### src/hw/ifd_pkg.sv
// Package with the field layouts, encodings and carriers of the field decoder.
package ifd_pkg;

  // Field positions inside the addressing byte and the scale-index-base byte.
  localparam int MOD_LSB = 6;
  localparam int REG_LSB = 3;
  localparam int RM_LSB = 0;
  localparam int SCALE_LSB = 6;
  localparam int INDEX_LSB = 3;
  localparam int BASE_LSB = 0;

  // Field positions inside the primary opcode byte, except SEG_LONG_LSB, which is a position in the addressing byte.
  localparam int W_BIT = 0;
  localparam int D_BIT = 1;
  localparam int S_BIT = 1;
  localparam int OPC_REG_LSB = 0;
  localparam int COND_LSB = 0;
  localparam int SEG_SHORT_LSB = 3;
  localparam int SEG_LONG_LSB = 3;

  // Operand widths in bits.
  localparam logic [5:0] WIDTH_BYTE = 6'h08;
  localparam logic [5:0] WIDTH_WORD = 6'h10;
  localparam logic [5:0] WIDTH_DWORD = 6'h20;

  // Value of the mod part that makes the operand a register.
  localparam logic [1:0] MOD_REGISTER = 2'h3;

  // Reset value of every decoded output word.
  localparam logic [7:0] RESET_BYTE = 8'h00;

  // Where the register-select field is taken from.
  typedef enum logic [1:0] {
    ifd_regsrc_opcode = 2'b00,
    ifd_regsrc_middle = 2'b01,
    ifd_regsrc_low = 2'b10
  } ifd_regsrc_t;

  // Size of a general register part that is selected.
  typedef enum logic [1:0] {
    ifd_part_low_byte = 2'b00,
    ifd_part_high_byte = 2'b01,
    ifd_part_word = 2'b10,
    ifd_part_dword = 2'b11
  } ifd_part_t;

  // Segment registers.
  typedef enum logic [2:0] {
    ifd_seg_extra = 3'b000,
    ifd_seg_code = 3'b001,
    ifd_seg_stack = 3'b010,
    ifd_seg_data = 3'b011,
    ifd_seg_fourth_extra = 3'b100,
    ifd_seg_fifth_extra = 3'b101
  } ifd_seg_t;

  // Instruction bytes and context from the fetch and prefix stage.
  typedef struct packed {
    logic valid;
    logic [7:0] opcode;
    logic [7:0] modrm;
    logic [7:0] sib;
    ifd_regsrc_t reg_source;
    logic has_width_bit;
    logic has_seg_short;
    logic has_seg_long;
    logic protected_mode;
    logic virtual_8086;
    logic code_default_big;
    logic operand_prefix;
    logic address_prefix;
  } ifd_in_t;

  // A selected general register.
  typedef struct packed {
    logic [2:0] index;
    ifd_part_t part;
  } ifd_greg_t;

  // Decoded fields for the execution datapath.
  typedef struct packed {
    logic valid;
    ifd_greg_t reg_op;
    ifd_greg_t rm_op;
    logic rm_is_register;
    logic [1:0] mod_part;
    logic [5:0] operand_width;
    logic operand_32;
    logic address_32;
    logic direction;
    logic sign_extend;
    logic [1:0] scale;
    logic [2:0] index_reg;
    logic [2:0] base_reg;
    logic [2:0] cond_select;
    logic cond_negate;
    ifd_seg_t segment;
    logic segment_valid;
    logic invalid;
  } ifd_out_t;

endpackage

### src/hw/ifd_greg_sel.sv
// Translation of a 3-bit register-select value into a general register part.
`timescale 1ns/1ns
module ifd_greg_sel
  import ifd_pkg::*;
(
  // Field and context.
  input wire logic [2:0] sel,
  input wire logic has_width_bit,
  input wire logic width_bit,
  input wire logic operand_32,
  // Selected register.
  output ifd_greg_t greg
);

  always_comb
  begin
    greg.index = sel;
    greg.part = operand_32 ? ifd_part_dword : ifd_part_word;
    if (has_width_bit && !width_bit)
    begin
      greg.index = {1'b0, sel[1:0]};
      greg.part = sel[2] ? ifd_part_high_byte : ifd_part_low_byte;
    end
    else if (has_width_bit)
    begin
      greg.part = operand_32 ? ifd_part_dword : ifd_part_word;
    end
  end

endmodule

### src/hw/ifd_seg_sel.sv
// Translation of the short and long segment-select fields.
`timescale 1ns/1ns
module ifd_seg_sel
  import ifd_pkg::*;
(
  // Fields.
  input wire logic [1:0] seg_short,
  input wire logic [2:0] seg_long,
  input wire logic use_long,
  // Result.
  output ifd_seg_t segment,
  output logic reserved
);

  always_comb
  begin
    segment = ifd_seg_t'({1'b0, seg_short});
    reserved = 1'b0;
    if (use_long)
    begin
      unique case (seg_long)
        3'b000: segment = ifd_seg_extra;
        3'b001: segment = ifd_seg_code;
        3'b010: segment = ifd_seg_stack;
        3'b011: segment = ifd_seg_data;
        3'b100: segment = ifd_seg_fourth_extra;
        3'b101: segment = ifd_seg_fifth_extra;
        default:
        begin
          segment = ifd_seg_extra;
          reserved = 1'b1;
        end
      endcase
    end
  end

endmodule

### src/hw/ifd_decoder.sv
// Instruction field decoder with registered outputs.
`timescale 1ns/1ns
module ifd_decoder
  import ifd_pkg::*;
(
  // Clock and reset.
  input wire logic core_clk,
  input wire logic rst,
  // Instruction bytes from the fetch and prefix stage.
  input wire ifd_in_t fetch,
  // Decoded fields to the execution datapath.
  output ifd_out_t decoded
);

  logic default_big;
  logic next_operand_32;
  logic next_address_32;
  logic width_bit;
  logic [2:0] reg_sel;
  ifd_greg_t reg_greg;
  ifd_greg_t rm_greg;
  ifd_seg_t seg;
  logic seg_reserved;
  ifd_out_t next_decoded;
  logic out_valid;
  ifd_greg_t out_reg_op;
  ifd_greg_t out_rm_op;
  logic out_rm_is_register;
  logic [1:0] out_mod_part;
  logic [5:0] out_operand_width;
  logic out_operand_32;
  logic out_address_32;
  logic out_direction;
  logic out_sign_extend;
  logic [1:0] out_scale;
  logic [2:0] out_index_reg;
  logic [2:0] out_base_reg;
  logic [2:0] out_cond_select;
  logic out_cond_negate;
  ifd_seg_t out_segment;
  logic out_segment_valid;
  logic out_invalid;

  always_comb
  begin
    default_big = fetch.protected_mode && !fetch.virtual_8086
      && fetch.code_default_big;
    next_operand_32 = default_big ^ fetch.operand_prefix;
    next_address_32 = default_big ^ fetch.address_prefix;
    width_bit = fetch.opcode[W_BIT];
  end

  always_comb
  begin
    unique case (fetch.reg_source)
      ifd_regsrc_middle: reg_sel = fetch.modrm[REG_LSB +: 3];
      ifd_regsrc_low: reg_sel = fetch.modrm[RM_LSB +: 3];
      ifd_regsrc_opcode: reg_sel = fetch.opcode[OPC_REG_LSB +: 3];
      default: reg_sel = fetch.opcode[OPC_REG_LSB +: 3];
    endcase
  end

  ifd_greg_sel u_reg_sel (
    .sel(reg_sel),
    .has_width_bit(fetch.has_width_bit),
    .width_bit(width_bit),
    .operand_32(next_operand_32),
    .greg(reg_greg)
  );

  ifd_greg_sel u_rm_sel (
    .sel(fetch.modrm[RM_LSB +: 3]),
    .has_width_bit(fetch.has_width_bit),
    .width_bit(width_bit),
    .operand_32(next_operand_32),
    .greg(rm_greg)
  );

  ifd_seg_sel u_seg_sel (
    .seg_short(fetch.opcode[SEG_SHORT_LSB +: 2]),
    .seg_long(fetch.modrm[SEG_LONG_LSB +: 3]),
    .use_long(fetch.has_seg_long),
    .segment(seg),
    .reserved(seg_reserved)
  );

  always_comb
  begin
    next_decoded = '0;
    next_decoded.valid = fetch.valid;
    next_decoded.reg_op = reg_greg;
    next_decoded.rm_op = rm_greg;
    next_decoded.mod_part = fetch.modrm[MOD_LSB +: 2];
    next_decoded.rm_is_register =
      (fetch.modrm[MOD_LSB +: 2] == MOD_REGISTER);
    next_decoded.operand_32 = next_operand_32;
    next_decoded.address_32 = next_address_32;
    if (fetch.has_width_bit && !width_bit)
    begin
      next_decoded.operand_width = WIDTH_BYTE;
    end
    else
    begin
      next_decoded.operand_width = next_operand_32 ? WIDTH_DWORD
        : WIDTH_WORD;
    end
    next_decoded.direction = fetch.opcode[D_BIT];
    next_decoded.sign_extend = fetch.opcode[S_BIT];
    next_decoded.scale = fetch.sib[SCALE_LSB +: 2];
    next_decoded.index_reg = fetch.sib[INDEX_LSB +: 3];
    next_decoded.base_reg = fetch.sib[BASE_LSB +: 3];
    next_decoded.cond_select = fetch.opcode[COND_LSB + 1 +: 3];
    next_decoded.cond_negate = fetch.opcode[COND_LSB];
    next_decoded.segment_valid = (fetch.has_seg_short
      || fetch.has_seg_long) && !seg_reserved;
    next_decoded.segment = seg;
    next_decoded.invalid = fetch.has_seg_long && seg_reserved;
  end

  // One output register for each concern.
  always_ff @(posedge core_clk or posedge rst)
  begin
    if (rst)
    begin
      out_valid <= 1'b0;
    end
    else
    begin
      out_valid <= next_decoded.valid;
    end
  end

  always_ff @(posedge core_clk or posedge rst)
  begin
    if (rst)
    begin
      out_reg_op <= '0;
    end
    else
    begin
      out_reg_op <= next_decoded.reg_op;
    end
  end

  always_ff @(posedge core_clk or posedge rst)
  begin
    if (rst)
    begin
      out_rm_op <= '0;
    end
    else
    begin
      out_rm_op <= next_decoded.rm_op;
    end
  end

  always_ff @(posedge core_clk or posedge rst)
  begin
    if (rst)
    begin
      out_mod_part <= 2'h0;
      out_rm_is_register <= 1'b0;
    end
    else
    begin
      out_mod_part <= next_decoded.mod_part;
      out_rm_is_register <= next_decoded.rm_is_register;
    end
  end

  always_ff @(posedge core_clk or posedge rst)
  begin
    if (rst)
    begin
      out_operand_width <= 6'h00;
    end
    else
    begin
      out_operand_width <= next_decoded.operand_width;
    end
  end

  always_ff @(posedge core_clk or posedge rst)
  begin
    if (rst)
    begin
      out_operand_32 <= 1'b0;
      out_address_32 <= 1'b0;
    end
    else
    begin
      out_operand_32 <= next_decoded.operand_32;
      out_address_32 <= next_decoded.address_32;
    end
  end

  always_ff @(posedge core_clk or posedge rst)
  begin
    if (rst)
    begin
      out_direction <= 1'b0;
      out_sign_extend <= 1'b0;
    end
    else
    begin
      out_direction <= next_decoded.direction;
      out_sign_extend <= next_decoded.sign_extend;
    end
  end

  always_ff @(posedge core_clk or posedge rst)
  begin
    if (rst)
    begin
      out_scale <= 2'h0;
      out_index_reg <= 3'h0;
      out_base_reg <= 3'h0;
    end
    else
    begin
      out_scale <= next_decoded.scale;
      out_index_reg <= next_decoded.index_reg;
      out_base_reg <= next_decoded.base_reg;
    end
  end

  always_ff @(posedge core_clk or posedge rst)
  begin
    if (rst)
    begin
      out_cond_select <= 3'h0;
      out_cond_negate <= 1'b0;
    end
    else
    begin
      out_cond_select <= next_decoded.cond_select;
      out_cond_negate <= next_decoded.cond_negate;
    end
  end

  always_ff @(posedge core_clk or posedge rst)
  begin
    if (rst)
    begin
      out_segment <= ifd_seg_extra;
    end
    else
    begin
      out_segment <= next_decoded.segment;
    end
  end

  always_ff @(posedge core_clk or posedge rst)
  begin
    if (rst)
    begin
      out_segment_valid <= 1'b0;
      out_invalid <= 1'b0;
    end
    else
    begin
      out_segment_valid <= next_decoded.segment_valid;
      out_invalid <= next_decoded.invalid;
    end
  end

  // The output word is wired straight from the registers above.
  always_comb
  begin
    decoded.valid = out_valid;
    decoded.reg_op = out_reg_op;
    decoded.rm_op = out_rm_op;
    decoded.rm_is_register = out_rm_is_register;
    decoded.mod_part = out_mod_part;
    decoded.operand_width = out_operand_width;
    decoded.operand_32 = out_operand_32;
    decoded.address_32 = out_address_32;
    decoded.direction = out_direction;
    decoded.sign_extend = out_sign_extend;
    decoded.scale = out_scale;
    decoded.index_reg = out_index_reg;
    decoded.base_reg = out_base_reg;
    decoded.cond_select = out_cond_select;
    decoded.cond_negate = out_cond_negate;
    decoded.segment = out_segment;
    decoded.segment_valid = out_segment_valid;
    decoded.invalid = out_invalid;
  end

endmodule

### config.mk
export PLATFORM = sky130hd
export DESIGN_NAME = ifd_decoder
export DESIGN_NICKNAME = d
export VERILOG_FILES = /design/src/hw/ifd_pkg.sv /design/src/hw/ifd_greg_sel.sv /design/src/hw/ifd_seg_sel.sv /design/src/hw/ifd_decoder.sv
export SDC_FILE = /design/constraint.sdc
export NUM_CORES = 1
export LEC_CHECK = 0
export ABC_AREA = 1
export BUFFER_PORTS_ARGS = -buffer_cell sky130_fd_sc_hd__buf_2
export CORE_MARGIN = 8
export CORE_UTILIZATION = 38
export CTS_CLUSTER_DIAMETER = 100
export DETAILED_ROUTE_END_ITERATION = 7
export GPL_TIMING_DRIVEN = 0
export PLACE_DENSITY = 0.74
export SYNTH_ARGS = -nofsm -noshare
export SYNTH_HDL_FRONTEND = slang
export SYNTH_HIERARCHICAL = 1
export SYNTH_SLANG_ARGS = --single-unit
export TNS_END_PERCENT = 50
### constraint.sdc
create_clock -name core_clk -period 1.1 [get_ports core_clk]
set_input_delay 0.33 -clock core_clk [delete_from_list [all_inputs] [get_ports core_clk]]
set_output_delay 0.33 -clock core_clk [all_outputs]
set_load 0.01 [all_outputs]
==> flow_summary.yaml, run 1 <==
status:
  status: "finished, violations left"
  violations: "negative setup slack"
clocking:
  cts_hold_buf: 0
  cts_tree: "yes"
  cts.sinks: 36
  cts_max_level: 2
  cts_setup_buffers: 0
  cts_buffer_depth: 2
  numCtsBuffers: 5
  clkSlewWorstSetupHoldPaths_ns: 0.10
  ctsRootBufferMaster: "clkbuf_4"
synthesis:
  synth_common_cells: "dfrtp_1 (36), nand2_1 (22), buf_4 (17)"
  synth_top_area_share_pct: 67.2
  synth.avg_cell_area_um2: 11.3
  yosysMostFrequentCell: "dfrtp_1"
  ys_seq_elements: 36
  synth_async_sr_flop_share_pct: 100
  synth_edf_count: 0
  syn_inst: 119
  yosysSeqAreaShare_pct: 67.2
  yosysUniqueCellTypes: 16
  synth_top_flop_cell: "dfrtp_1"
  yosysWarnings: 6
  syn_area_mm2: 0.00134
  ys_top_cells_by_area: "dfrtp_1 (67%), buf_4 (9.5%), nand2_1 (6.2%), inv_1 (3.9%), nor2_1 (2.5%)"
  synth_top_area_cell: "dfrtp_1"
final_layout:
  seq_area_um2: 901
  largest_reg_flops: 10
  fillCellCount: 300
  multiInputGateArea_um2: 279
  stdcell_count: 238
  synthToLayoutAreaGrowth_pct: 38.7
  diodes: 0
  drive_gt1_share_pct: 49.5
  fin_nets: 231
routing:
  wl_per_cell_um: 12.6
  routed_wl_um: 3000
  drtAntennaViolNets: 0
  vias: 994
  drcViolationCount: 0
  firstDrtPassIters: 4
  routed_via_density: 4.18
  drt_iter0_drc: 32
grt:
  grt_pass1_vias: 1032
  grt_max_degree: 37
  grt_use_total_pct: 10.4
  grt_pass1_wl_um: 4440
  gr-total-overflow: 0
  antenna_found_initial: 0
power:
  p_comb_share_pct: 17.4
  power_per_cell_area_mw_per_mm2: 1330
  power_leakage_nw: 1.03
  p_clk_share_pct: 24.8
  p_int_w: 0.00185
  ir_drop_v: 0.000413
  swShare_pct: 25.2
  p_seq_share_pct: 57.8
  power_switching_w: 0.000624
timing:
  fin_ws_ns: -0.204
  timing.setup.tns_ns: -2.49
  final-hold-violation-count: 0
  setup_violations: 38
  relSlewSlack_pct: 52.4
  tightest_slew_ns: 0.713
  rsz0062_at_grt: "true"
  whs_ns: 0.109
  period_minus_slack_ns: 1.30
  fin_crit_sh_pct: 119
  fmax_mhz: 767
  slew_viol_final: 0
setup_path:
  cp_max_fo: 3
  startpoint_type: "flip-flop"
  critical_path_class: "reg -> out"
  cp_data_arrival_time_ns: 0.97
  cp-end-kind: "output pin"
  crit_required_ns: 0.77
floorplan:
  io_pins: 78
  dieArea_mm2: 0.00568
  coreArea_mm2: 0.00336
  rows: 21
  initial_core_util_pct: 39.8
  die_h_um: 75.4
  die_x_um: 75.4
placed_design:
  numPortBuffers: 71
  finalWeightedCongestion: 0.766
  hpwlAfterDp_um: 2450
  dp.cells: 238
worst_hold_path:
  hold_path_class: "in -> async"
flow_run:
  drv_cap: 0
-- worst max path at each step --
stage / slack, ns / end / startpoint / cells past startpoint
6_report: -0.20 / decoded[18] / out_cond_select[0] / 2
3_3_place_gp: -0.15 / decoded[39] / fetch[8] / 7
4_1_cts: -0.22 / decoded[17] / out_cond_select[0] / 2
5_1_grt: -0.25 / decoded[17] / out_cond_select[0] / 2
2_1_floorplan: 0.04 / decoded[39] / fetch[8] / 6
3_5_place_dp: -0.18 / decoded[39] / fetch[8] / 7
-- cell type report --
type | instances | area share (%)
plain buffers | 10 | 4.04
clock inverters | 1 | 0.269
repair buffers | 71 | 23.8
well taps | 46 | 3.10
inverters | 14 | 3.03
multi-input cells | 54 | 15.0
clock buffers | 6 | 2.22
flip-flops and latches | 36 | 48.5
-- critical path, stage by stage (launching register included) --
cell and delay, ns:
dfrtp_1 0.40, buf_4 0.14, buf_6 0.11
-- power by group through the flow --
| stage | clock, W | combinational (W) | sequential [W] |
|---|---|---|---|
| 5_1_grt | 0.000690 | 0.000477 | 0.00144 |
| 4_1_cts | 0.000629 | 0.000428 | 0.00143 |
| 3_3_place_gp | 0 | 0.000415 | 0.00145 |
| 3_5_place_dp | 0 | 0.000423 | 0.00145 |
| 6_report | 0.000614 | 0.000431 | 0.00143 |
| 2_1_floorplan | 0 | 0.000183 | 0.00149 |
-- logic make-up after synthesis --
logic type      after synthesis  synth area share [%]
compound gates                8                  3.36
xor+xnor                      1                 0.654
fa+ha+maj                     2                  1.87
buf+inv                      31                  13.4
flops                        36                  67.2
other cells                   1                 0.280
simple gates                 40                  13.2
-- per-layer routing --
layer	vias to the layer above	routed length, um	global-route usage, %
met5	-	0	0
met4	0	58	7.04
met3	5	288	2.50
met2	44	1570	19.4
met1	460	1080	9.87
li1	485	-	-
-- placed cells by master (no fill, tap or decap) --
cell	count
a21boi_0	1
nand3_2	1
inv_2	1
ha_1	1
clkbuf_1	1
inv_1	12
nor2_1	9
buf_6	14
a21boi_1	1
nor2_2	1
clkinv_2	1
nand2_2	2
clkbuf_4	5
nor3_2	1
clkinvlp_4	1
buf_2	57
a21oi_1	6
nand3_1	3
xnor2_1	1
nand4_1	1
nand2_1	22
conb_1	3
buf_4	10
ha_4	1
dfrtp_1	36
-- stage by stage --
stage	instance area [um2]	setup slack (ns)	power, W	util [%]
2_1_floorplan	1360	0.0410	0.00168	-
3_3_place_gp	1780	-0.148	0.00187	52.8
6_report	1860	-0.204	0.00248	55.2
5_1_grt	1860	-0.249	0.00261	55.2
4_1_cts	1830	-0.218	0.00249	54.5
3_5_place_dp	1780	-0.176	0.00188	52.8
-- repair_timing --
item | CTS | global route
endpoints found under the hold margin | 0 | 0
endpoints found under the setup margin | 38 | 38
resized for setup | 10 | 4
cloned | 0 | 0
(Power assumes the default switching activity.)
==> run 2, diff against run 1 <==
--- a/config.mk
+++ b/config.mk
@@ -6,13 +6,12 @@
 export NUM_CORES = 1
 export LEC_CHECK = 0
 export ABC_AREA = 1
-export BUFFER_PORTS_ARGS = -buffer_cell sky130_fd_sc_hd__buf_2
 export CORE_MARGIN = 8
-export CORE_UTILIZATION = 38
+export CORE_UTILIZATION = 47
 export CTS_CLUSTER_DIAMETER = 100
 export DETAILED_ROUTE_END_ITERATION = 7
+export DONT_BUFFER_PORTS = 1
 export GPL_TIMING_DRIVEN = 0
-export PLACE_DENSITY = 0.74
 export SYNTH_ARGS = -nofsm -noshare
 export SYNTH_HDL_FRONTEND = slang
 export SYNTH_HIERARCHICAL = 1
==> run 2 against run 1 <==
  * Critical path type unchanged
  * Flip-flop and latch count unchanged
  * Fmax increased by 6.9%
  * Worst setup slack gained 0.085 ns
  * The run ends with negative hold slack, negative setup slack left
  * Critical path depth is 1 lower
==> flow_summary.yaml, run 2 (synthesized netlist as in run 1, its figures left out) <==
status:
  status: "finished, violations left"
  violations: "negative hold slack, negative setup slack"
setup_path:
  cp_slowest_cell: "dfrtp_1"
  startpoint_type: "flip-flop"
  crit_chain: "buf_4"
  crit_family: "flip-flops"
  crit_required_ns: 0.77
  cp-end-kind: "output pin"
  path_buf_inv: 1
  cp_data_arrival_time_ns: 0.89
  critical_path_class: "reg -> out"
  cp_max_fo: 3
  max_stage_delay_ns: 0.42
power:
  power_switching_w: 0.000560
  total_power_w: 0.00239
  p_clk_share_pct: 28.7
  power_leakage_nw: 0.774
  power_per_cell_area_mw_per_mm2: 1590
  p_int_w: 0.00183
  ir_drop_v: 0.00115
  p_seq_share_pct: 62.0
  swShare_pct: 23.4
  p_comb_share_pct: 9.3
final_layout:
  stdcell_count: 162
  mostFrequentLayoutCell: "dfrtp_1"
  fin_nets: 169
  mostFrequentLayoutCells: "dfrtp_1 (36), nand2_1 (22), inv_1 (12)"
  largest_reg_flops: 10
  fin_util_pct: 55.1
  synthToLayoutAreaGrowth_pct: 12.5
  drive_gt1_share_pct: 23.7
  diodes: 0
timing:
  rsz0062_at_grt: "true"
  relSlewSlack_pct: 50.9
  slew_viol_final: 0
  setup_violations: 10
  timing.setup.tns_ns: -0.647
  final-hold-violation-count: 19
  fin_ws_ns: -0.119
  fmax_mhz: 820
  fin_crit_sh_pct: 111
  whs_ns: -0.00800
  period_minus_slack_ns: 1.22
  tightest_slew_ns: 0.735
grt:
  grt_use_total_pct: 10.9
  grt_pass1_vias: 832
  gr-total-overflow: 0
  antenna_found_initial: 0
  grt_pass1_wl_um: 4180
  grt_max_degree: 37
routing:
  drt_iter0_drc: 35
  drtAntennaViolNets: 0
  drcViolationCount: 0
  routed_wl_um: 2620
  vias: 776
  wl_per_cell_um: 16.2
  routed_via_density: 4.79
  firstDrtPassIters: 4
clocking:
  numCtsBuffers: 5
  cts.sinks: 36
  ctsRootBufferMaster: "clkbuf_4"
  cts_tree: "yes"
  cts_max_level: 2
  cts_buffer_depth: 2
  clkSlewWorstSetupHoldPaths_ns: 0.10
floorplan:
  io_pins: 78
  die_x_um: 69.4
  dieArea_mm2: 0.00482
  coreArea_mm2: 0.00273
  initial_core_util_pct: 49.0
  die_h_um: 69.4
  rows: 19
worst_hold_path:
  hold_path_class: "in -> async"
placed_design:
  hpwlAfterDp_um: 2130
  numPortBuffers: 0
  dp.cells: 152
  finalWeightedCongestion: 0.679
flow_run:
  drv_cap: 0
## run 2: cell count changes in the layout (fill, tap and decap cells not counted), sizes merged
cell         change
clkbuf           +2
dlygate4sd3      +2
buf             -64
clkinv           -1
## run 2: area by class of cell
type,instances,area [um2]
multi-input combinational,54,279
sequential,36,901
fill,231,1230
buffer,17,154
clock buffer,8,58.8
inverter,14,56.3
tap,31,38.8
timing repair buffer,2,20.0
## run 2: layer usage
metal / global-route usage, % / wire, um / vias to the layer above
met3: 8.58 / 423 / 2
li1: - / - / 362
met4: 4.10 / 17 / 0
met5: 0 / 0 / -
met1: 11.7 / 971 / 356
met2: 15.7 / 1210 / 56
## run 2: power groups by stage
stage / logic, W / registers [W] / clock network [W]
6_report: 0.000222 / 0.00148 / 0.000688
5_1_grt: 0.000251 / 0.00149 / 0.000777
4_1_cts: 0.000223 / 0.00149 / 0.000722
3_5_place_dp: 0.000213 / 0.00151 / 0
3_3_place_gp: 0.000207 / 0.00151 / 0
2_1_floorplan: 0.000183 / 0.00149 / 0
## run 2: final timing paths
path / end / start / slack, ns / cells after the start
min: out_invalid / rst / -0.008 / 1
max in group asynchronous: out_index_reg[0] / rst / 0.70 / 1
min in group core_clk: out_cond_select[1] / fetch[28] / 0.03 / 0
max: decoded[18] / out_cond_select[0] / -0.12 / 1
## run 2: per-stage QoR
| step | hold WS, ns | instance area (um2) | worst slack, ns |
|---|---|---|---|
| detailed placement | 0.359 | 1400 | -0.0699 |
| CTS | 0.00141 | 1490 | -0.150 |
| global route | 0.00302 | 1510 | -0.182 |
| finish | -0.00800 | 1510 | -0.119 |
| floorplan | 0.283 | 1360 | 0.0410 |
| global placement | 0.352 | 1400 | -0.0475 |
## run 2: repair_timing
item | CTS | global route
gates resized for setup | 7 | 0
hold buffers | 0 | 2
cloned | 0 | 0
setup endpoints to repair | 10 | 25
setup buffers | 0 | 0
hold endpoints to repair | 0 | 2
